**src/hdl/csl_pkg.sv**
```systemverilog
// constants for the output source and loop zero configuration registers
package csl_pkg;
   localparam int ADDR_W = 16;
   localparam int DATA_W = 8;

   // register byte addresses
   localparam logic [15:0] ADDR_SRC_SEL = 16'h00AA;
   localparam logic [15:0] ADDR_FILTER = 16'h00AC;
   localparam logic [15:0] ADDR_LOCK = 16'h00AD;
   localparam logic [15:0] ADDR_CODE1 = 16'h00AE;
   localparam logic [15:0] ADDR_CODE2 = 16'h00AF;

   // source select register fields
   localparam int OUT6_LSB = 0;
   localparam int OUT7_LSB = 3;
   localparam int SEL_W = 3;

   // filter setup register fields
   localparam int PUMP_LSB = 5;
   localparam int PUMP_W = 3;
   localparam int RES_LSB = 3;
   localparam int RES_W = 2;
   localparam int CAP_LSB = 1;
   localparam int CAP_W = 2;
   localparam int POLE_BIT = 0;

   // lock setup register fields
   localparam int SYNTH_BIT = 3;
   localparam int COUNT_BIT = 1;
   localparam int OVERRIDE_BIT = 0;

   // lock code register fields
   localparam int CHOICE_BIT = 5;
   localparam int CODE_LSB = 0;
   localparam int CODE_W = 5;

   // reset values
   localparam logic [2:0] OUT6_RST = 3'h0;
   localparam logic [2:0] OUT7_RST = 3'h5;
   localparam logic [2:0] PUMP_RST = 3'h4;
   localparam logic [1:0] RES_RST = 2'h1;
   localparam logic [1:0] CAP_RST = 2'h1;
   localparam logic POLE_RST = 1'b1;
   localparam logic COUNT_RST = 1'b1;
   localparam logic OVERRIDE_RST = 1'b0;
   localparam logic CHOICE_RST = 1'b1;
   localparam logic [4:0] CODE1_RST = 5'h0B;
   localparam logic [4:0] CODE2_RST = 5'h00;
   localparam logic SYNTH_RST = 1'b0;

   // output source codes
   typedef enum logic [2:0] {
      SRC_LOOP0 = 3'h0,
      SRC_LOOP1 = 3'h1,
      SRC_OUT2 = 3'h2,
      SRC_OUT3 = 3'h3,
      SRC_REF0 = 3'h4,
      SRC_REF1 = 3'h5,
      SRC_RSVD = 3'h6,
      SRC_XTAL = 3'h7
   } csl_src_t;
   localparam int SRC_N = 8;

   // analog settings in physical units
   localparam logic [9:0] PUMP_STEP_UA = 10'h06E;
   localparam logic [10:0] RES_OHM_0 = 11'h14A;
   localparam logic [10:0] RES_OHM_1 = 11'h280;
   localparam logic [10:0] RES_OHM_2 = 11'h4B0;
   localparam logic [10:0] RES_OHM_3 = 11'h6FE;
   localparam logic [7:0] CAP_PF_0 = 8'h28;
   localparam logic [7:0] CAP_PF_1 = 8'h50;
   localparam logic [7:0] CAP_PF_2 = 8'h8C;
   localparam logic [7:0] CAP_PF_3 = 8'hC8;
   localparam logic [4:0] PPM_FINE = 5'h01;
   localparam logic [4:0] PPM_COARSE = 5'h10;
endpackage

```
**src/hdl/csl_config_regs.sv**
```systemverilog
// output six/seven source select and loop zero analog control registers
// Contract
// - output six takes its source from a three-bit code: loop zero, loop one, output two, output three, reference zero, reference one, reserved, crystal.
// - output seven uses the same code and resets to reference one.
// - software writes zero to reserved bits, whose read value is undefined.
// - the pump current field steps 110 uA per code from 110 uA to 880 uA, reset code 100.
// - the series resistor field picks 330, 640, 1200 or 1790 ohms, reset code 01.
// - the parallel capacitor field picks 40, 80, 140 or 200 pF, reset code 01.
// - the lock count bit picks 1 ppm when clear and 16 ppm when set, reset set.
// - the lock override bit picks automatic lock when clear and manual when set, reset clear.
// - in manual lock the oscillator bit picks the second oscillator when clear, the first when set, reset set.
// - a five-bit field holds the manual lock code of the second oscillator, reset zero.
// - the synth-only bit makes loop zero use the crystal alone when set, tracking references when clear.
module csl_config_regs (
   input wire logic mclk,
   input wire logic rst_b,
   input wire logic [csl_pkg::ADDR_W-1:0] regAddr,
   input wire logic [csl_pkg::DATA_W-1:0] regWrData,
   input wire logic regWr,
   input wire logic regRd,
   output logic [csl_pkg::DATA_W-1:0] regRdData_q,
   output logic regRdValid_q,
   output logic [2:0] out6SourceSel_q,
   output logic [2:0] out7SourceSel_q,
   output logic [csl_pkg::SRC_N-1:0] out6SourceOneHot_q,
   output logic [csl_pkg::SRC_N-1:0] out7SourceOneHot_q,
   output logic [2:0] loop0PumpCurrent_q,
   output logic [1:0] loop0SeriesResistor_q,
   output logic [1:0] loop0ParallelCapacitor_q,
   output logic loop0SecondPole_q,
   output logic loop0LockCount_q,
   output logic loop0LockOverride_q,
   output logic loop0OscChoice_q,
   output logic [4:0] loop0FirstOscCode_q,
   output logic [4:0] loop0SecondOscCode_q,
   output logic loop0SynthOnly_q,
   output logic [9:0] loop0PumpUa_q,
   output logic [10:0] loop0SeriesOhm_q,
   output logic [7:0] loop0ParallelPf_q,
   output logic [4:0] loop0LockPpm_q,
   output logic loop0ManualActive_q,
   output logic loop0ManualFirstOsc_q,
   output logic [4:0] loop0ManualCode_q
);
   logic rstMeta_q;
   logic rstSync_b;

   // reset release synchroniser
   always_ff @(posedge mclk or negedge rst_b) begin
      if (!rst_b) begin
         rstMeta_q <= 1'b0;
         rstSync_b <= 1'b0;
      end else begin
         rstMeta_q <= 1'b1;
         rstSync_b <= rstMeta_q;
      end
   end

   // write decode
   logic wrSrc;
   logic wrFilter;
   logic wrLock;
   logic wrCode1;
   logic wrCode2;

   always_comb begin
      wrSrc = regWr && (regAddr == csl_pkg::ADDR_SRC_SEL);
      wrFilter = regWr && (regAddr == csl_pkg::ADDR_FILTER);
      wrLock = regWr && (regAddr == csl_pkg::ADDR_LOCK);
      wrCode1 = regWr && (regAddr == csl_pkg::ADDR_CODE1);
      wrCode2 = regWr && (regAddr == csl_pkg::ADDR_CODE2);
   end

   // field next values
   logic [2:0] out6SourceSel_d;
   logic [2:0] out7SourceSel_d;
   logic [2:0] loop0PumpCurrent_d;
   logic [1:0] loop0SeriesResistor_d;
   logic [1:0] loop0ParallelCapacitor_d;
   logic loop0SecondPole_d;
   logic loop0LockCount_d;
   logic loop0LockOverride_d;
   logic loop0OscChoice_d;
   logic [4:0] loop0FirstOscCode_d;
   logic [4:0] loop0SecondOscCode_d;
   logic loop0SynthOnly_d;

   always_comb begin
      out6SourceSel_d = out6SourceSel_q;
      out7SourceSel_d = out7SourceSel_q;
      loop0PumpCurrent_d = loop0PumpCurrent_q;
      loop0SeriesResistor_d = loop0SeriesResistor_q;
      loop0ParallelCapacitor_d = loop0ParallelCapacitor_q;
      loop0SecondPole_d = loop0SecondPole_q;
      loop0LockCount_d = loop0LockCount_q;
      loop0LockOverride_d = loop0LockOverride_q;
      loop0OscChoice_d = loop0OscChoice_q;
      loop0FirstOscCode_d = loop0FirstOscCode_q;
      loop0SecondOscCode_d = loop0SecondOscCode_q;
      loop0SynthOnly_d = loop0SynthOnly_q;
      if (wrSrc) begin
         out6SourceSel_d = regWrData[csl_pkg::OUT6_LSB +: csl_pkg::SEL_W];
         out7SourceSel_d = regWrData[csl_pkg::OUT7_LSB +: csl_pkg::SEL_W];
      end
      if (wrFilter) begin
         loop0PumpCurrent_d = regWrData[csl_pkg::PUMP_LSB +: csl_pkg::PUMP_W];
         loop0SeriesResistor_d = regWrData[csl_pkg::RES_LSB +: csl_pkg::RES_W];
         loop0ParallelCapacitor_d = regWrData[csl_pkg::CAP_LSB +: csl_pkg::CAP_W];
         loop0SecondPole_d = regWrData[csl_pkg::POLE_BIT];
      end
      if (wrLock) begin
         loop0SynthOnly_d = regWrData[csl_pkg::SYNTH_BIT];
         loop0LockCount_d = regWrData[csl_pkg::COUNT_BIT];
         loop0LockOverride_d = regWrData[csl_pkg::OVERRIDE_BIT];
      end
      if (wrCode1) begin
         loop0OscChoice_d = regWrData[csl_pkg::CHOICE_BIT];
         loop0FirstOscCode_d = regWrData[csl_pkg::CODE_LSB +: csl_pkg::CODE_W];
      end
      if (wrCode2) begin
         loop0SecondOscCode_d = regWrData[csl_pkg::CODE_LSB +: csl_pkg::CODE_W];
      end
   end

   always_ff @(posedge mclk or negedge rstSync_b) begin
      if (!rstSync_b) begin
         out6SourceSel_q <= csl_pkg::OUT6_RST;
         out7SourceSel_q <= csl_pkg::OUT7_RST;
         loop0PumpCurrent_q <= csl_pkg::PUMP_RST;
         loop0SeriesResistor_q <= csl_pkg::RES_RST;
         loop0ParallelCapacitor_q <= csl_pkg::CAP_RST;
         loop0SecondPole_q <= csl_pkg::POLE_RST;
         loop0LockCount_q <= csl_pkg::COUNT_RST;
         loop0LockOverride_q <= csl_pkg::OVERRIDE_RST;
         loop0OscChoice_q <= csl_pkg::CHOICE_RST;
         loop0FirstOscCode_q <= csl_pkg::CODE1_RST;
         loop0SecondOscCode_q <= csl_pkg::CODE2_RST;
         loop0SynthOnly_q <= csl_pkg::SYNTH_RST;
      end else begin
         out6SourceSel_q <= out6SourceSel_d;
         out7SourceSel_q <= out7SourceSel_d;
         loop0PumpCurrent_q <= loop0PumpCurrent_d;
         loop0SeriesResistor_q <= loop0SeriesResistor_d;
         loop0ParallelCapacitor_q <= loop0ParallelCapacitor_d;
         loop0SecondPole_q <= loop0SecondPole_d;
         loop0LockCount_q <= loop0LockCount_d;
         loop0LockOverride_q <= loop0LockOverride_d;
         loop0OscChoice_q <= loop0OscChoice_d;
         loop0FirstOscCode_q <= loop0FirstOscCode_d;
         loop0SecondOscCode_q <= loop0SecondOscCode_d;
         loop0SynthOnly_q <= loop0SynthOnly_d;
      end
   end

   // read mux, reserved bits read zero
   logic [csl_pkg::DATA_W-1:0] regRdData_d;
   logic regRdValid_d;

   always_comb begin
      regRdData_d = regRdData_q;
      regRdValid_d = regRd;
      if (regRd) begin
         regRdData_d = '0;
         unique case (regAddr)
            csl_pkg::ADDR_SRC_SEL: begin
               regRdData_d[csl_pkg::OUT6_LSB +: csl_pkg::SEL_W] = out6SourceSel_q;
               regRdData_d[csl_pkg::OUT7_LSB +: csl_pkg::SEL_W] = out7SourceSel_q;
            end
            csl_pkg::ADDR_FILTER: begin
               regRdData_d[csl_pkg::PUMP_LSB +: csl_pkg::PUMP_W] = loop0PumpCurrent_q;
               regRdData_d[csl_pkg::RES_LSB +: csl_pkg::RES_W] = loop0SeriesResistor_q;
               regRdData_d[csl_pkg::CAP_LSB +: csl_pkg::CAP_W] = loop0ParallelCapacitor_q;
               regRdData_d[csl_pkg::POLE_BIT] = loop0SecondPole_q;
            end
            csl_pkg::ADDR_LOCK: begin
               regRdData_d[csl_pkg::SYNTH_BIT] = loop0SynthOnly_q;
               regRdData_d[csl_pkg::COUNT_BIT] = loop0LockCount_q;
               regRdData_d[csl_pkg::OVERRIDE_BIT] = loop0LockOverride_q;
            end
            csl_pkg::ADDR_CODE1: begin
               regRdData_d[csl_pkg::CHOICE_BIT] = loop0OscChoice_q;
               regRdData_d[csl_pkg::CODE_LSB +: csl_pkg::CODE_W] = loop0FirstOscCode_q;
            end
            csl_pkg::ADDR_CODE2: begin
               regRdData_d[csl_pkg::CODE_LSB +: csl_pkg::CODE_W] = loop0SecondOscCode_q;
            end
            default: begin
               regRdData_d = '0;
            end
         endcase
      end
   end

   always_ff @(posedge mclk or negedge rstSync_b) begin
      if (!rstSync_b) begin
         regRdData_q <= '0;
         regRdValid_q <= 1'b0;
      end else begin
         regRdData_q <= regRdData_d;
         regRdValid_q <= regRdValid_d;
      end
   end

   // source decoders for outputs six and seven
   csl_src_decode u_out6Decode (
      .mclk(mclk),
      .rstSync_b(rstSync_b),
      .sel(out6SourceSel_q),
      .srcOneHot_q(out6SourceOneHot_q)
   );

   csl_src_decode u_out7Decode (
      .mclk(mclk),
      .rstSync_b(rstSync_b),
      .sel(out7SourceSel_q),
      .srcOneHot_q(out7SourceOneHot_q)
   );

   // analog settings in physical units and manual lock view
   logic [9:0] loop0PumpUa_d;
   logic [10:0] loop0SeriesOhm_d;
   logic [7:0] loop0ParallelPf_d;
   logic [4:0] loop0LockPpm_d;
   logic loop0ManualActive_d;
   logic loop0ManualFirstOsc_d;
   logic [4:0] loop0ManualCode_d;

   always_comb begin
      loop0PumpUa_d = 10'((10'(loop0PumpCurrent_q) + 10'h001) * csl_pkg::PUMP_STEP_UA);
      unique case (loop0SeriesResistor_q)
         2'h0: loop0SeriesOhm_d = csl_pkg::RES_OHM_0;
         2'h1: loop0SeriesOhm_d = csl_pkg::RES_OHM_1;
         2'h2: loop0SeriesOhm_d = csl_pkg::RES_OHM_2;
         2'h3: loop0SeriesOhm_d = csl_pkg::RES_OHM_3;
      endcase
      unique case (loop0ParallelCapacitor_q)
         2'h0: loop0ParallelPf_d = csl_pkg::CAP_PF_0;
         2'h1: loop0ParallelPf_d = csl_pkg::CAP_PF_1;
         2'h2: loop0ParallelPf_d = csl_pkg::CAP_PF_2;
         2'h3: loop0ParallelPf_d = csl_pkg::CAP_PF_3;
      endcase
      loop0LockPpm_d = loop0LockCount_q ? csl_pkg::PPM_COARSE : csl_pkg::PPM_FINE;
      loop0ManualActive_d = loop0LockOverride_q;
      loop0ManualFirstOsc_d = loop0LockOverride_q && loop0OscChoice_q;
      loop0ManualCode_d = '0;
      if (loop0LockOverride_q) begin
         loop0ManualCode_d = loop0OscChoice_q ? loop0FirstOscCode_q : loop0SecondOscCode_q;
      end
   end

   always_ff @(posedge mclk or negedge rstSync_b) begin
      if (!rstSync_b) begin
         loop0PumpUa_q <= '0;
         loop0SeriesOhm_q <= '0;
         loop0ParallelPf_q <= '0;
         loop0LockPpm_q <= '0;
         loop0ManualActive_q <= 1'b0;
         loop0ManualFirstOsc_q <= 1'b0;
         loop0ManualCode_q <= '0;
      end else begin
         loop0PumpUa_q <= loop0PumpUa_d;
         loop0SeriesOhm_q <= loop0SeriesOhm_d;
         loop0ParallelPf_q <= loop0ParallelPf_d;
         loop0LockPpm_q <= loop0LockPpm_d;
         loop0ManualActive_q <= loop0ManualActive_d;
         loop0ManualFirstOsc_q <= loop0ManualFirstOsc_d;
         loop0ManualCode_q <= loop0ManualCode_d;
      end
   end
endmodule

```
**src/hdl/csl_src_decode.sv**
```systemverilog
// registered one-hot decode of a three-bit output source selector, all zero for the reserved code
module csl_src_decode (
   input wire logic mclk,
   input wire logic rstSync_b,
   input wire logic [2:0] sel,
   output logic [csl_pkg::SRC_N-1:0] srcOneHot_q
);
   logic [csl_pkg::SRC_N-1:0] srcOneHot_d;

   always_comb begin
      srcOneHot_d = '0;
      if (sel != csl_pkg::SRC_RSVD) begin
         srcOneHot_d[sel] = 1'b1;
      end
   end

   always_ff @(posedge mclk or negedge rstSync_b) begin
      if (!rstSync_b) begin
         srcOneHot_q <= '0;
      end else begin
         srcOneHot_q <= srcOneHot_d;
      end
   end
endmodule

```
**config.mk**
```make
export PLATFORM = sky130hd
export DESIGN_NAME = csl_config_regs
export DESIGN_NICKNAME = d
export VERILOG_FILES = /design/src/hdl/csl_pkg.sv /design/src/hdl/csl_config_regs.sv /design/src/hdl/csl_src_decode.sv
export SDC_FILE = /design/constraint.sdc
export NUM_CORES = 1
export LEC_CHECK = 0
export BUFFER_PORTS_ARGS = -buffer_cell sky130_fd_sc_hd__clkbuf_2
export CAP_MARGIN = 15
export CORE_AREA = 2 2 82 143
export DETAILED_ROUTE_END_ITERATION = 8
export DIE_AREA = 0 0 84 145
export MAX_ROUTING_LAYER = met4
export PLACE_DENSITY = 0.62
export SYNTH_ARGS = -nofsm -noshare
export SYNTH_HDL_FRONTEND = slang
export SYNTH_SLANG_ARGS = --single-unit
```
**constraint.sdc**
```tcl
create_clock -name mclk -period 6.98 [get_ports mclk]
set_input_delay 1.396 -clock mclk [delete_from_list [all_inputs] [get_ports mclk]]
set_output_delay 1.396 -clock mclk [all_outputs]
set_load 0.1 [all_outputs]
```
; Word-level counts from Yosys, hierarchy flattened
; Index checks and enable logic that the tools add are counted.
[op_classes]
n_eq_ne = 13
add_sub_neg = 1
n_mux = 17
order_cmp = 4
n_mul = 1
n_reduce_logical = 10
[op_table]
columns = operator, n
row1 = 16-bit by 8-bit == test with 1-bit output (second input constant), 5
row2 = 11-bit case mux with 4 select lines, 1
row3 = 8-bit case mux with 4 select lines, 1
row4 = 8-bit 2-to-1 mux, 2
row5 = 5-bit 2-to-1 mux, 3
row6 = 2-bit case mux with 5 select lines, 1
row7 = 4-bit by 6-bit multiplier with 9-bit output (second input constant), 1
row8 = 2-bit == test (second input constant), 4
row9 = 1-bit logical AND, 8
row10 = 3-bit by 4-bit < comparator with 1-bit output (second input constant), 2
row11 = 1-bit case mux with 4 select lines, 2
row12 = 1-bit demux with 3-bit select, 2
row13 = 3-bit by 1-bit greater-or-equal comparator with 1-bit output (second input constant), 2
row14 = 3-bit inequality test (second input constant), 2
row15 = 1-bit case mux with 5 select lines, 1
row16 = 3-bit by 1-bit adder with 4-bit output (second input constant), 1
row17 = 2-bit by 1-bit == test with 1-bit output (second input constant), 2
row18 = 2-bit zero test, 2
row19 = 1-bit case mux with 3 select lines, 1
row20 = 1-bit 2-to-1 mux, 2
row21 = 2-bit 2-to-1 mux, 1
[word_totals]
inputBits = 28
ff_bits = 95
word_cells = 71

; Longest topological paths before layout
; Gate-level depths: netlist (run 1).
[logic_depth]
depth_word = 5
mapped_depth = 13

; Modules after synthesis
; From an unflattened synthesis (run 1), not the netlist that was laid out.
[unflattened]
cells_unflattened = 290
area_unflattened_um2 = 3824.9
[by_module_without_submodules]
columns = mod, instances, cells_each, seq_area_each_um2, area_each_um2
row1 = csl_config_regs, 1, 258, 1740.4, 3306.9
row2 = csl_src_decode, 2, 16, 200.2, 259.0

; Worst setup path before layout (run 1)
; OpenSTA, ideal clock, no wires.
[synth_timing]
path_kind = register to register
start = register loop0PumpCurrent_q[0]
end = register loop0PumpUa_q[9]
slack_ns = 3.246
n_path_buf = 0
setup_ns = 0.126
arrival_time_ns = 3.608
required_time_ns = 6.854
path_stages_with_launch = 14
cell_sequence = dfrtp_1 -> ha_1 -> xor2_1 -> inv_1 -> ha_1 -> inv_1 -> ha_1 -> or2_2 -> fa_1 -> ha_1 -> nand2b_1 -> a21oi_1 -> a31oi_1 -> xnor2_1
[synth_via]
elab_chain_len = 2
[synth_lines]
columns = item, line
row1 = "start, declared", csl_config_regs.sv:27  ; output logic [2:0] loop0PumpCurrent_q,
row2 = "start signal, assigned", csl_config_regs.sv:129  ; loop0PumpCurrent_q <= csl_pkg::PUMP_RST;
row3 = "start signal, assigned", csl_config_regs.sv:142  ; loop0PumpCurrent_q <= loop0PumpCurrent_d;
row4 = 3-bit by 1-bit adder with 4-bit output, csl_config_regs.sv:229  ; loop0PumpUa_d = 10'((10'(loop0PumpCurrent_q) + 10'h001) * csl_pkg::PUMP_STEP_UA);
row5 = 4-bit by 6-bit multiplier with 9-bit output, csl_config_regs.sv:229
row6 = named net loop0PumpUa_d[9], csl_config_regs.sv:220  ; logic [9:0] loop0PumpUa_d;
row7 = "end signal, assigned", csl_config_regs.sv:261  ; loop0PumpUa_q <= loop0PumpUa_d;
row8 = "end, declared", csl_config_regs.sv:37  ; output logic [9:0] loop0PumpUa_q,
; The timed path passes the listed nets, and every way through them passes these cells.
; A chain may end at the register's enable or synchronous reset.

; Worst setup path after layout (run 1)
; Same ends and word-level chain as after synthesis.

==> metrics.md, run 1 <==
| Metric | Value |
|---|---|
| Clock transition at the registers of the reported paths | `0.06 ns` |
| WP data arrival | `3.58 ns` |
| DIE AREA | `12200 sq um` |
| Initial core utilization | `0.344` |
| Clock skew | `0.00845 ns` |
| GRT Total Usage | `0.156` |
| Commonest non-fill, non-tap cell in the layout | `clkbuf_2` |
| DR WL/cell | `16.7 microns` |
| Netlist cell types | `47` |
| Post-synth top flop | `dfrtp_1` |
| Postcts setup bufs | `0` |
| Die Y | `145 microns` |
| Port Buf Inserts | `114` |
| PwrDens | `211 nW/um^2` |
| Post_cts resized | `0` |
| Setup-failing EPs final | `0` |
| First-pass GRT wire length | `14200 microns` |
| Relative slew slack | `0.621` |
| Setup TNS Final | `0 ns` |
| Core Area | `11000 sq um` |
| Worst Setup End Kind | `flop` |
| Clk_lat worst skew | `0.34 ns` |
| Reg2Reg Launch Point | `loop0PumpCurrent_q[0]$_DFFE_PN0P_` |
| GPL Wtd Cong | `0.876` |
| Cts bufs inserted | `9` |
| XOR/XNOR share of the synthesized area | `0.0231` |
| Mapped cell area | `3790 sq um` |
| Seq cells post-synth | `85` |
| DRT iter0 DRCs | `81` |
| Total of max-cap violations | `0` |
| Vias in the first global route | `2727` |
| Row count | `51` |
| Synth Area in Adders | `0.0752` |
| Final period utilization | `0.483` |
| Critical Path RT | `7.20 ns` |
| Largest family of logic cells by synthesized area | `multiplexers` |
| Multi-input gate area | `1470 sq um` |
| Final Hold Fails | `0` |
| Compound-Gate Fraction of Synth Area | `0.0415` |
| Clk Tree Root Cell | `clkbuf_16` |
| Top Ports | `122` |
| Vias/cell | `4.74` |
| EDFF count, synth | `0` |
| Routed Wire Length | `9000 microns` |
| ANT nets after route | `0` |
| Startpoint type of the worst setup path | `flop` |
| Area of all placed cells without fillers | `4740 sq um` |
| Clock Path Buffers | `2` |
| Synth Instances | `294` |
| Drt first pass iters | `6` |
| Highest ir drop seen on vdd | `0.133 mV` |
| Initial antenna violation count | `0` |
| CTS tree | `yes` |
| Via count | `2557` |
| DP HPWL | `6880 microns` |
| Leak | `0.00248 uW` |
| Synth Warn # | `0` |
| FFs w/ async S/R, synth | `1.00` |
| Slew Limit Fails | `0` |
| Placed cell area | `4420 sq um` |
| Hold Crit Class | `flop to asynchronous set/reset pin` |
| Die X | `84 microns` |
| Sequential fraction of the synthesis area | `0.564` |
| Hold Slack | `0.178 ns` |
| Hold_buf cts | `0` |
| Dpl cells | `523` |
| Area Overhead vs Synth | `24.8%` |
| Antenna cells | `0` |
| Nets | `452` |
| DRC Markers | `0` |
| RSZ-0062 raised after global routing | `no` |
| Fraction of layout cells with a size suffix above 1 | `0.422` |
| Overall power | `999 uW` |
| Global route total overflow | `0` |
| Synth Area per Inst | `12.9 sq um` |
| Post-route insts no fill | `540` |
| Worst Setup SP | `loop0PumpCurrent_q[0]$_DFFE_PN0P_` |
| Most frequent cells in the layout | `clkbuf_2, dfrtp_1, inv_1, mux2_2, ha_1` |
| F_max | `0.297 GHz` |
| Crit path time final | `3.37 ns` |
| Clock sinks | `85` |
| Register Area | `2140 sq um` |
| Crit path kind | `flop to flop` |
| Critical-path maximum fanout | `8` |
| Multiplexer area fraction after synthesis | `0.121` |
| Simple-Gate Fraction of Synth Area | `0.116` |
| Pin count of the biggest net entering global routing | `84` |
| Measured slew at the worst slew-check pin | `0.571 ns` |
| Status | `complete, no violations` |
| Filler instances | `1049` |
| H-tree Lvls | `3` |
==> layout make-up <==
type / count / area share
timing repair buffer: 115 / 0.126
tap: 132 / 0.0349
clock inverter: 5 / 0.00740
inverter: 19 / 0.0151
clock buffer: 11 / 0.0534
sequential: 85 / 0.453
multi-input combinational: 173 / 0.310
==> cells in the mapped netlist, types with 3 or more instances <==
cell       n  area share
nor2_1    13       0.013
a22oi_1    5      0.0099
mux2_1    11       0.033
clkbuf_1  11       0.011
xor2_1     5       0.012
nor3b_1    6       0.012
or2_2      3      0.0049
nor3_1     3      0.0040
o21ai_0    3      0.0040
dfstp_2   11       0.076
ha_1      18       0.059
mux2_2    19       0.056
nand3_1    4      0.0053
nor2b_1    8       0.013
xnor2_1    5       0.012
nand2_1   11       0.011
o221ai_1   3      0.0069
and3_1     5      0.0082
mux2i_1   10       0.026
buf_4     13       0.026
fa_1       3       0.016
dfrtp_1   74        0.49
inv_1     19       0.019
==> critical path, stage by stage (launching register included) <==
cell	delay [ns]
dfrtp_1	0.47
ha_1	0.27
xor2_1	0.23
inv_1	0.07
ha_1	0.28
inv_1	0.08
ha_1	0.18
or2_2	0.30
fa_1	0.46
ha_1	0.36
nand2b_1	0.07
a21oi_1	0.21
a31oi_1	0.13
xnor2_1	0.14
==> kinds of logic (layout without fill, tap and decap cells) <==
logic type / Yosys count / after routing
AOI/OAI and AO/OA: 21 / 21
xor gates and xnor gates: 10 / 10
adders and majority gates: 21 / 21
buffers and inverters: 44 / 150
DFF: 85 / 85
muxes: 41 / 41
other: 2 / 10
and+or+nand+nor: 70 / 70
==> sequential cells by signal (all words and copies together), names as in the netlist, 5 cells and up <==
signal and cells:
u_out7Decode.srcOneHot_q 8, u_out6Decode.srcOneHot_q 8, regRdData_q 8, loop0FirstOscCode_q 5
loop0PumpUa_q 9, loop0SecondOscCode_q 5, loop0ParallelPf_q 6, loop0ManualCode_q 5
loop0SeriesOhm_q 6
==> routing by layer <==
layer | routed length [microns] | part of all wire | vias up | track usage
li1 | - | - | 1204 | -
met1 | 3250 | 0.36 | 1254 | 0.155
met2 | 5090 | 0.57 | 80 | 0.279
met3 | 345 | 0.038 | 19 | 0.0404
met4 | 314 | 0.035 | 0 | 0.0742
met5 | 0 | 0 | - | -
==> through the flow <==
step                utilization  setup slack [ns]
floorplan                     -              3.25
global placement          0.400              3.64
detailed placement        0.400              3.61
CTS                       0.426              3.61
global route              0.429              3.41
finish                    0.429              3.61
==> final timing paths <==
check                      cells past startpoint                        endpoint  slack (ns)
setup / recovery                              13      loop0PumpUa_q[9]$_DFF_PN0_        3.61
hold / removal                                 0  loop0ParallelPf_q[5]$_DFF_PN0_        0.18
setup reg to reg                              13      loop0PumpUa_q[9]$_DFF_PN0_        3.61
hold reg to reg                                0  loop0ParallelPf_q[5]$_DFF_PN0_        0.18
max in group asynchronous                      1             rstSync_b$_DFF_PN0_        6.04
min in group mclk                              0             rstSync_b$_DFF_PN0_        0.36
==> power by group <==
part	switching (uW)	internal, uW
clock network	186	260
registers	2.04	495
logic	45.0	11.0
No activity file was read; power rests on OpenSTA's default activity.
==> inputs of run 2 (changes only) <==
- ABC_AREA: unset -> 1
- CORE_AREA: 2 2 82 143 -> 2 2 83 145
- DIE_AREA: 0 0 84 145 -> 0 0 85 147
- clock period: 6.98 -> 3.25 ns (I/O delays scaled with it)
==> run 2 against run 1 <==
Compared with the run above: sequential cell count did not move; critical path depth grew 2; core utilization is 0.31 points higher; non-clock buffer count grew 1; sequential share of layout area is 1.6 points lower; via count grew 18%; largest power group unchanged; highest routed layer unchanged.
==> metrics.md, run 2 <==
| Metric | Value |
|---|---|
| Ranking of synthesized cells by area | `dfrtp_1, dfstp_2, nand2_1, ha_1, inv_1` |
| Count leader, synth | `dfrtp_1` |
| DRC Markers | `0 (unchanged)` |
| PwrDens | `462 nW/um^2 (+120%)` |
| Commonest non-fill, non-tap cell in the layout | `clkbuf_2` |
| Setup-failing EPs final | `0 (unchanged)` |
| FF-to-FF setup slack | `0.12 ns (-3.49 ns)` |
| Leak | `0.00260 uW (+4.8%)` |
| CP max-delay cell | `fa_1` |
| Number of cells on the worst reg-to-reg path | `15 (+2)` |
| FFs w/ async S/R, synth | `1.00 (unchanged)` |
| Drt first pass iters | `4 (-2)` |
| Die X | `85 microns (+1.2%)` |
| Hold Crit Class | `input pin to asynchronous set/reset pin` |
| Cts bufs inserted | `9 (unchanged)` |
| Status | `complete, no violations` |
| Measured slew at the worst slew-check pin | `0.578 ns (+0.00657 ns)` |
| F_max | `0.320 GHz (+7.6%)` |
| DRT iter0 DRCs | `120 (+48%)` |
| Total of max-cap violations | `0 (unchanged)` |
| Area leader, netlist | `dfrtp_1` |
| Area Overhead vs Synth | `25.5%` |
| First-pass GRT wire length | `15400 microns (+8.4%)` |
| Filler instances | `1147 (+9.3%)` |
| Top reg by flops | `loop0PumpUa_q` |
| Crit path kind | `flop to flop` |
| Top Ports | `122 (unchanged)` |
| Clock transition at the registers of the reported paths | `0.07 ns (about the same)` |
| H-tree Lvls | `3 (unchanged)` |
| GRT Total Usage | `0.164 (+0.00794)` |
| Antenna cells | `0 (unchanged)` |
| Port Buf Inserts | `114 (unchanged)` |
| Crit path time final | `3.13 ns (-0.239 ns)` |
| DP HPWL | `7190 microns (+4.5%)` |
| Setup TNS Final | `0 ns (unchanged)` |
| Synth Warn # | `0 (unchanged)` |
| Critical Path RT | `3.48 ns (-3.72 ns)` |
| Max reg flops | `9 (unchanged)` |
| Initial core utilization | `0.344 (+0.000415)` |
| GPL Wtd Cong | `0.842 (-3.8%)` |
| Yosys top cell area share | `0.473 (-0.0154)` |
| CTS tree | `yes` |
| Relative slew slack | `0.616 (-0.00436)` |
| Initial antenna violation count | `0 (unchanged)` |
| WP data arrival | `3.36 ns (-0.22 ns)` |
| DIE AREA | `12500 sq um (+2.6%)` |
| Slowest cell delay on critical path | `0.52 ns (+0.05 ns)` |
| Top cell by count, worst path | `nand2_1` |
| Netlist cell types | `35 (-26%)` |
| Most frequent cells in the layout | `clkbuf_2, dfrtp_1, nand2_1` |
| Fraction of layout cells with a size suffix above 1 | `0.369 (-0.0529)` |
| Reg2Reg Launch Point | `loop0PumpCurrent_q[0]$_DFFE_PN0P_` |
| Startpoint type of the worst setup path | `flop` |
| Critical-path maximum fanout | `7 (-1)` |
| Post-synth top flop | `dfrtp_1` |
| Row count | `52 (+2.0%)` |
| Synth Instances | `390 (+33%)` |
| Hold_buf cts | `0 (unchanged)` |
| Synth top cells by count | `dfrtp_1, nand2_1, inv_1` |
| Nets | `554 (+23%)` |
| ANT nets after route | `0 (unchanged)` |
| Sequential fraction of the synthesis area | `0.546 (-0.0178)` |
| Clock sinks | `85 (unchanged)` |
| Clock skew | `0.00677 ns (-0.00168 ns)` |
| Clk_lat worst skew | `0.34 ns (about the same)` |
| Vias in the first global route | `3058 (+12%)` |
| Final period utilization | `0.963 (+0.480)` |
| Global route total overflow | `0 (unchanged)` |
| RSZ-0062 raised after global routing | `no` |
| Multi-input gate area | `1520 sq um (+3.3%)` |
| Seq cells post-synth | `85 (unchanged)` |
| Pin count of the biggest net entering global routing | `84 (unchanged)` |
| DR WL/cell | `14.5 microns (-13%)` |
| Register Area | `2150 sq um (+0.12%)` |
| Synth Area per Inst | `10.0 sq um (-22%)` |
| CP Cell Sequence | `ha_4, xnor2_1, ha_1, inv_1, ha_1, or2_2, fa_1, ha_4, a21oi_2, nand2_1, a21o_1, nand2_1, nand2_1, nand2_1, nand2_1` |
| Mapped cell area | `3920 sq um (+3.3%)` |
| Core Util, Final | `0.432 (+0.00310)` |
| Vias/cell | `4.67 (-1.4%)` |
| Final Hold Fails | `0 (unchanged)` |
| Clock Path Buffers | `2 (unchanged)` |
| Worst R2R End | `loop0PumpUa_q[8]$_DFF_PN0_` |
| Clk Tree Root Cell | `clkbuf_16` |
| Highest ir drop seen on vdd | `0.265 mV (+99%)` |
| Die Y | `147 microns (+1.4%)` |
| Core Area | `11400 sq um (+3.1%)` |
| Hold Slack | `0.0805 ns (-0.0972 ns)` |
| EDFF count, synth | `0 (unchanged)` |
| Overall power | `2270 uW (+130%)` |
| Slew Limit Fails | `0 (unchanged)` |
| Worst Setup End Kind | `flop` |
| Routed Wire Length | `9370 microns (+4.1%)` |
| Via count | `3012 (+18%)` |
[run 2: cell count changes in the layout (fill, tap and decap cells not counted), sizes merged, moves of 23 or more]
cell   delta
mux2     -30
nor2     +24
inv      +32
nand2    +64
o21ai    +33
nand3    +23
[run 2: metal layers]
| metal | routed length (microns) | vias up | global-route usage |
|---|---|---|---|
| met2 | 5140 | 98 | 0.280 |
| li1 | - | 1456 | - |
| met1 | 3480 | 1434 | 0.175 |
| met4 | 359 | 0 | 0.0929 |
| met3 | 394 | 24 | 0.0298 |
| met5 | 0 | - | - |
[run 2: report_power, final]
group | switching, uW | total [uW] | internal [uW]
Sequential | 10.5 | 1080 | 1070
Clock | 442 | 1050 | 606
Combinational | 124 | 150 | 26.3
Total | 576 | 2270 | 1700
[run 2: through the flow]
stage | std cells | worst slack [ns] | instance area, sq um
final | 645 | 0.120 | 4920
after global routing | 645 | 0.00205 | 4920
after CTS | 643 | 0.103 | 4860
after detailed placement | 627 | 0.113 | 4560
after global placement | 627 | 0.225 | 4560
after floorplan | 398 | 0.00860 | 3980
[run 2: final cells by class]
cell class              instances  area share
clock inverters                 7      0.0160
multi-input cells             246       0.308
clock buffers                   9      0.0458
repair buffers                116       0.123
well taps                     135      0.0343
inverters                      47      0.0359
flip-flops and latches         85       0.436
[run 2: worst max path at each step]
stage                                            startpoint                    endpoint  slack [ns]  cells after the start
final                     loop0PumpCurrent_q[0]$_DFFE_PN0P_  loop0PumpUa_q[8]$_DFF_PN0_        0.12                     15
after global routing      loop0PumpCurrent_q[0]$_DFFE_PN0P_  loop0PumpUa_q[8]$_DFF_PN0_       0.002                     15
after CTS                 loop0PumpCurrent_q[0]$_DFFE_PN0P_  loop0PumpUa_q[8]$_DFF_PN0_        0.10                     15
after detailed placement  loop0PumpCurrent_q[0]$_DFFE_PN0P_  loop0PumpUa_q[8]$_DFF_PN0_        0.11                     15
after global placement    loop0PumpCurrent_q[0]$_DFFE_PN0P_  loop0PumpUa_q[9]$_DFF_PN0_        0.23                     15
after floorplan           loop0PumpCurrent_q[0]$_DFFE_PN0P_  loop0PumpUa_q[9]$_DFF_PN0_       0.009                     15
[run 2: logic make-up (layout without fill, tap and decap cells)]
family                   Yosys count  count (layout)  share of synthesized area
adder cells (fa/ha/maj)           21              21                     0.0728
XOR/XNOR                           8               8                     0.0179
buffers and inverters             67             179                     0.0865
AO/OA/AOI/OAI                     48              48                     0.0734
flip-flops                        85              85                      0.546
other                              2              10                    0.00192
AND/OR/NAND/NOR                  159             159                      0.201
[run 2: worst max-delay path, delay by kind of cell (launching register included)]
kind                     cells  cell delay (ns)
AND/OR/NAND/NOR              6             0.63
XOR/XNOR                     1             0.14
buffers and inverters        1             0.07
adder cells (fa/ha/maj)      5             1.41
flip-flops                   1             0.47
AO/OA/AOI/OAI                2             0.30
[run 2: timing repair]
action,4_1_cts,5_1_grt
gates resized for setup,0,4
setup buffers,0,1
endpoints found under the setup margin,0,2
==> inputs of run 3 (changes only) <==
- CORE_AREA: 2 2 83 145 -> 4 4 85 147
- DIE_AREA: 0 0 85 147 -> 0 0 89 151
==> run 3 against run 2 <==
Compared with the run above: first-iteration DRC count up 7.5%; combinational power is essentially flat; worst setup slack better by 0.038 ns; critical path depth stayed put; sequential power about the same; register-to-register slack better by 0.04 ns; maximum frequency grew 1.2%.
==> metrics.md, run 3 (synthesis gave the netlist of run 2 again) <==
| Metric | Value |
|---|---|
| Met2 Use GR | `0.268 (-0.0122)` |
| DP HPWL | `7420 microns (+3.2%)` |
| Pin count of the biggest net entering global routing | `84 (unchanged)` |
| Worst R2R End | `loop0PumpUa_q[9]$_DFF_PN0_` |
| Area of all placed cells without fillers | `4910 sq um (-0.20%)` |
| GR Util met1 | `0.175 (-0.000446)` |
| Reg2Reg Launch Point | `loop0PumpCurrent_q[0]$_DFFE_PN0P_` |
| Routed Wire Length | `9610 microns (+2.6%)` |
| Slowest cell delay on critical path | `0.48 ns (-0.04 ns)` |
| Global route total overflow | `0 (unchanged)` |
| Crit path time final | `3.09 ns (-0.0378 ns)` |
| Commonest non-fill, non-tap cell in the layout | `clkbuf_2` |
| Clock sinks | `85 (unchanged)` |
| Met3 usage | `0.0212 (-0.00855)` |
| Total of max-cap violations | `0 (unchanged)` |
| Relative slew slack | `0.619 (+0.00241)` |
| Dpl cells | `627 (unchanged)` |
| Initial antenna violation count | `0 (unchanged)` |
| Via count | `2972 (-1.3%)` |
| PwrDens | `467 nW/um^2 (+0.93%)` |
| CP Buf/Inv Count | `1 (unchanged)` |
| Core Area | `11400 sq um (unchanged)` |
| Hold Crit Class | `input pin to asynchronous set/reset pin` |
| GR peak layer | `met2` |
| Worst Setup SP | `loop0PumpCurrent_q[0]$_DFFE_PN0P_` |
| Setup crit end | `loop0PumpUa_q[9]$_DFF_PN0_` |
| Clk_lat worst skew | `0.34 ns (about the same)` |
| Worst Setup End Kind | `flop` |
| GPL Wtd Cong | `0.790 (-6.2%)` |
| WP data arrival | `3.33 ns (-0.03 ns)` |
| Area Overhead vs Synth | `25.3%` |
| Antenna cells | `0 (unchanged)` |
| Cts bufs inserted | `9 (unchanged)` |
| Leak | `0.00260 uW (about the same)` |
| DR WL/cell | `14.9 microns (+2.4%)` |
| First-pass GRT wire length | `15300 microns (-0.27%)` |
| Measured slew at the worst slew-check pin | `0.574 ns (-0.00362 ns)` |
| Clock transition at the registers of the reported paths | `0.07 ns (about the same)` |
| Port Buf Inserts | `114 (unchanged)` |
| Post-route insts no fill | `646 (+0.16%)` |
| Final Hold Fails | `0 (unchanged)` |
| Most frequent cells in the layout | `clkbuf_2, dfrtp_1, nand2_1` |
| Fraction of layout cells with a size suffix above 1 | `0.366 (-0.00268)` |
| F_max | `0.323 GHz (+1.2%)` |
| Top Ports | `122 (unchanged)` |
| Top reg by flops | `loop0PumpUa_q` |
| Placed cell area | `4560 sq um (unchanged)` |
| Hold_buf cts | `0 (unchanged)` |
| DRT iter0 DRCs | `129 (+7.5%)` |
| GRT Total Usage | `0.155 (-0.00853)` |
| Top cell by count, worst path | `nand2_1` |
| Vias in the first global route | `3025 (-1.1%)` |
| Setup TNS Final | `0 ns (unchanged)` |
| Number of cells on the worst reg-to-reg path | `15 (unchanged)` |
| Die Y | `151 microns (+2.7%)` |
| Drt first pass iters | `5 (+1)` |
| Critical path depth in cells | `15 (unchanged)` |
| Crit path kind | `flop to flop` |
| Startpoint type of the worst setup path | `flop` |
| Filler instances | `1120 (-2.4%)` |
| Critical-path maximum fanout | `6 (-1)` |
| DIE AREA | `13400 sq um (+7.6%)` |
| Setup-failing EPs final | `0 (unchanged)` |
| CTS tree | `yes` |
| Row count | `52 (unchanged)` |
| Max reg flops | `9 (unchanged)` |
| Slew Limit Fails | `0 (unchanged)` |
| CP max-delay cell | `fa_1` |
| Clk Tree Root Cell | `clkbuf_16` |
| Status | `complete, no violations` |
| H-tree Lvls | `3 (unchanged)` |
| Initial core utilization | `0.344 (unchanged)` |
| Clock skew | `0.00602 ns (-0.000750 ns)` |
| Die X | `89 microns (+4.7%)` |
| Cell family with most CP delay | `adder cells` |
| DRC Markers | `0 (unchanged)` |
| Clock Path Buffers | `2 (unchanged)` |
| Final period utilization | `0.951 (-0.0116)` |
| Vias/cell | `4.60 (-1.5%)` |
| CP Cell Sequence | `ha_4, xnor2_1, ha_1, inv_1, ha_1, or2_2, fa_1, ha_4, nand2_1, o21ai_2, nand2_1, nand2_1, nand2_1, nand3b_1, nand2_1` |
| Critical Path RT | `3.48 ns (about the same)` |
| FF-to-FF setup slack | `0.16 ns (+0.04 ns)` |
| Highest ir drop seen on vdd | `0.305 mV (+15%)` |
| Nets | `555 (+0.18%)` |
| ANT nets after route | `0 (unchanged)` |
run 3: changes by cell type in the layout (fill, tap and decap cells not counted):
cell / previous run / this run
nor2_1: 26 / 25
inv_6: 4 / 5
a21oi_2: 4 / 2
a21oi_1: 4 / 6
clkinv_4: 1 / 0
ha_1: 15 / 16
ha_4: 3 / 2
buf_4: 1 / 2
nor2_2: 5 / 6
run 3: report_power, final:
group / switching [uW] / internal (uW) / total, uW / leakage (uW)
Combinational: 127 / 26.1 / 153 / 0.00145
Sequential: 7.30 / 1070 / 1070 / 0.00101
Clock: 457 / 608 / 1070 / 0.000152
run 3: worst min-delay path by stage:
stage	startpoint	to	slack [ns]	cells past startpoint
after global routing	rst_b	rstSync_b$_DFF_PN0_	0.07	1
after floorplan	rstMeta_q$_DFF_PN0_	rstSync_b$_DFF_PN0_	0.33	0
after detailed placement	rstMeta_q$_DFF_PN0_	rstSync_b$_DFF_PN0_	0.35	0
final	rst_b	rstSync_b$_DFF_PN0_	0.08	1
after CTS	rst_b	rstSync_b$_DFF_PN0_	0.07	1
after global placement	rstMeta_q$_DFF_PN0_	rstSync_b$_DFF_PN0_	0.34	0
run 3: layout make-up:
| class | instances | area [sq um] | share of cell area |
|---|---|---|---|
| clock buffers | 9 | 225 | 0.0459 |
| clock inverters | 7 | 78.8 | 0.0161 |
| inverters | 47 | 176 | 0.0359 |
| multi-input cells | 246 | 1500 | 0.306 |
| flip-flops and latches | 85 | 2150 | 0.437 |
| well taps | 135 | 169 | 0.0344 |
| repair buffers | 117 | 613 | 0.125 |
run 3: worst register-to-register path, stage by stage, from the launching register on:
cell and delay, ns:
dfrtp_2 0.46, ha_4 0.18, xnor2_1 0.14, ha_1 0.30, inv_1 0.08, ha_1 0.18
or2_2 0.30, fa_1 0.48, ha_4 0.31, nand2_1 0.07, o21ai_2 0.16, nand2_1 0.07
nand2_1 0.06, nand2_1 0.06, nand3b_1 0.08, nand2_1 0.05
run 3: routing by layer:
| metal | part of all wire | vias up |
|---|---|---|
| met5 | 0 | - |
| met4 | 0.019 | 0 |
| met2 | 0.56 | 99 |
| met3 | 0.054 | 11 |
| li1 | - | 1445 |
| met1 | 0.36 | 1417 |
run 3: metrics by stage:
step / worst slack, ns / power [uW] / hold WS, ns / util
floorplan: 0.00860 / 1210 / 0.331 / -
global placement: 0.230 / 1240 / 0.338 / 0.400
detailed placement: 0.0852 / 1240 / 0.347 / 0.400
CTS: 0.0759 / 2310 / 0.0704 / 0.427
global route: -0.0126 / 2380 / 0.0661 / 0.431
finish: 0.158 / 2290 / 0.0811 / 0.431
run 3: timing repair:
item	4_1_cts	5_1_grt
setup endpoints to repair	0	2
gates resized for setup	0	2
setup buffers	0	2
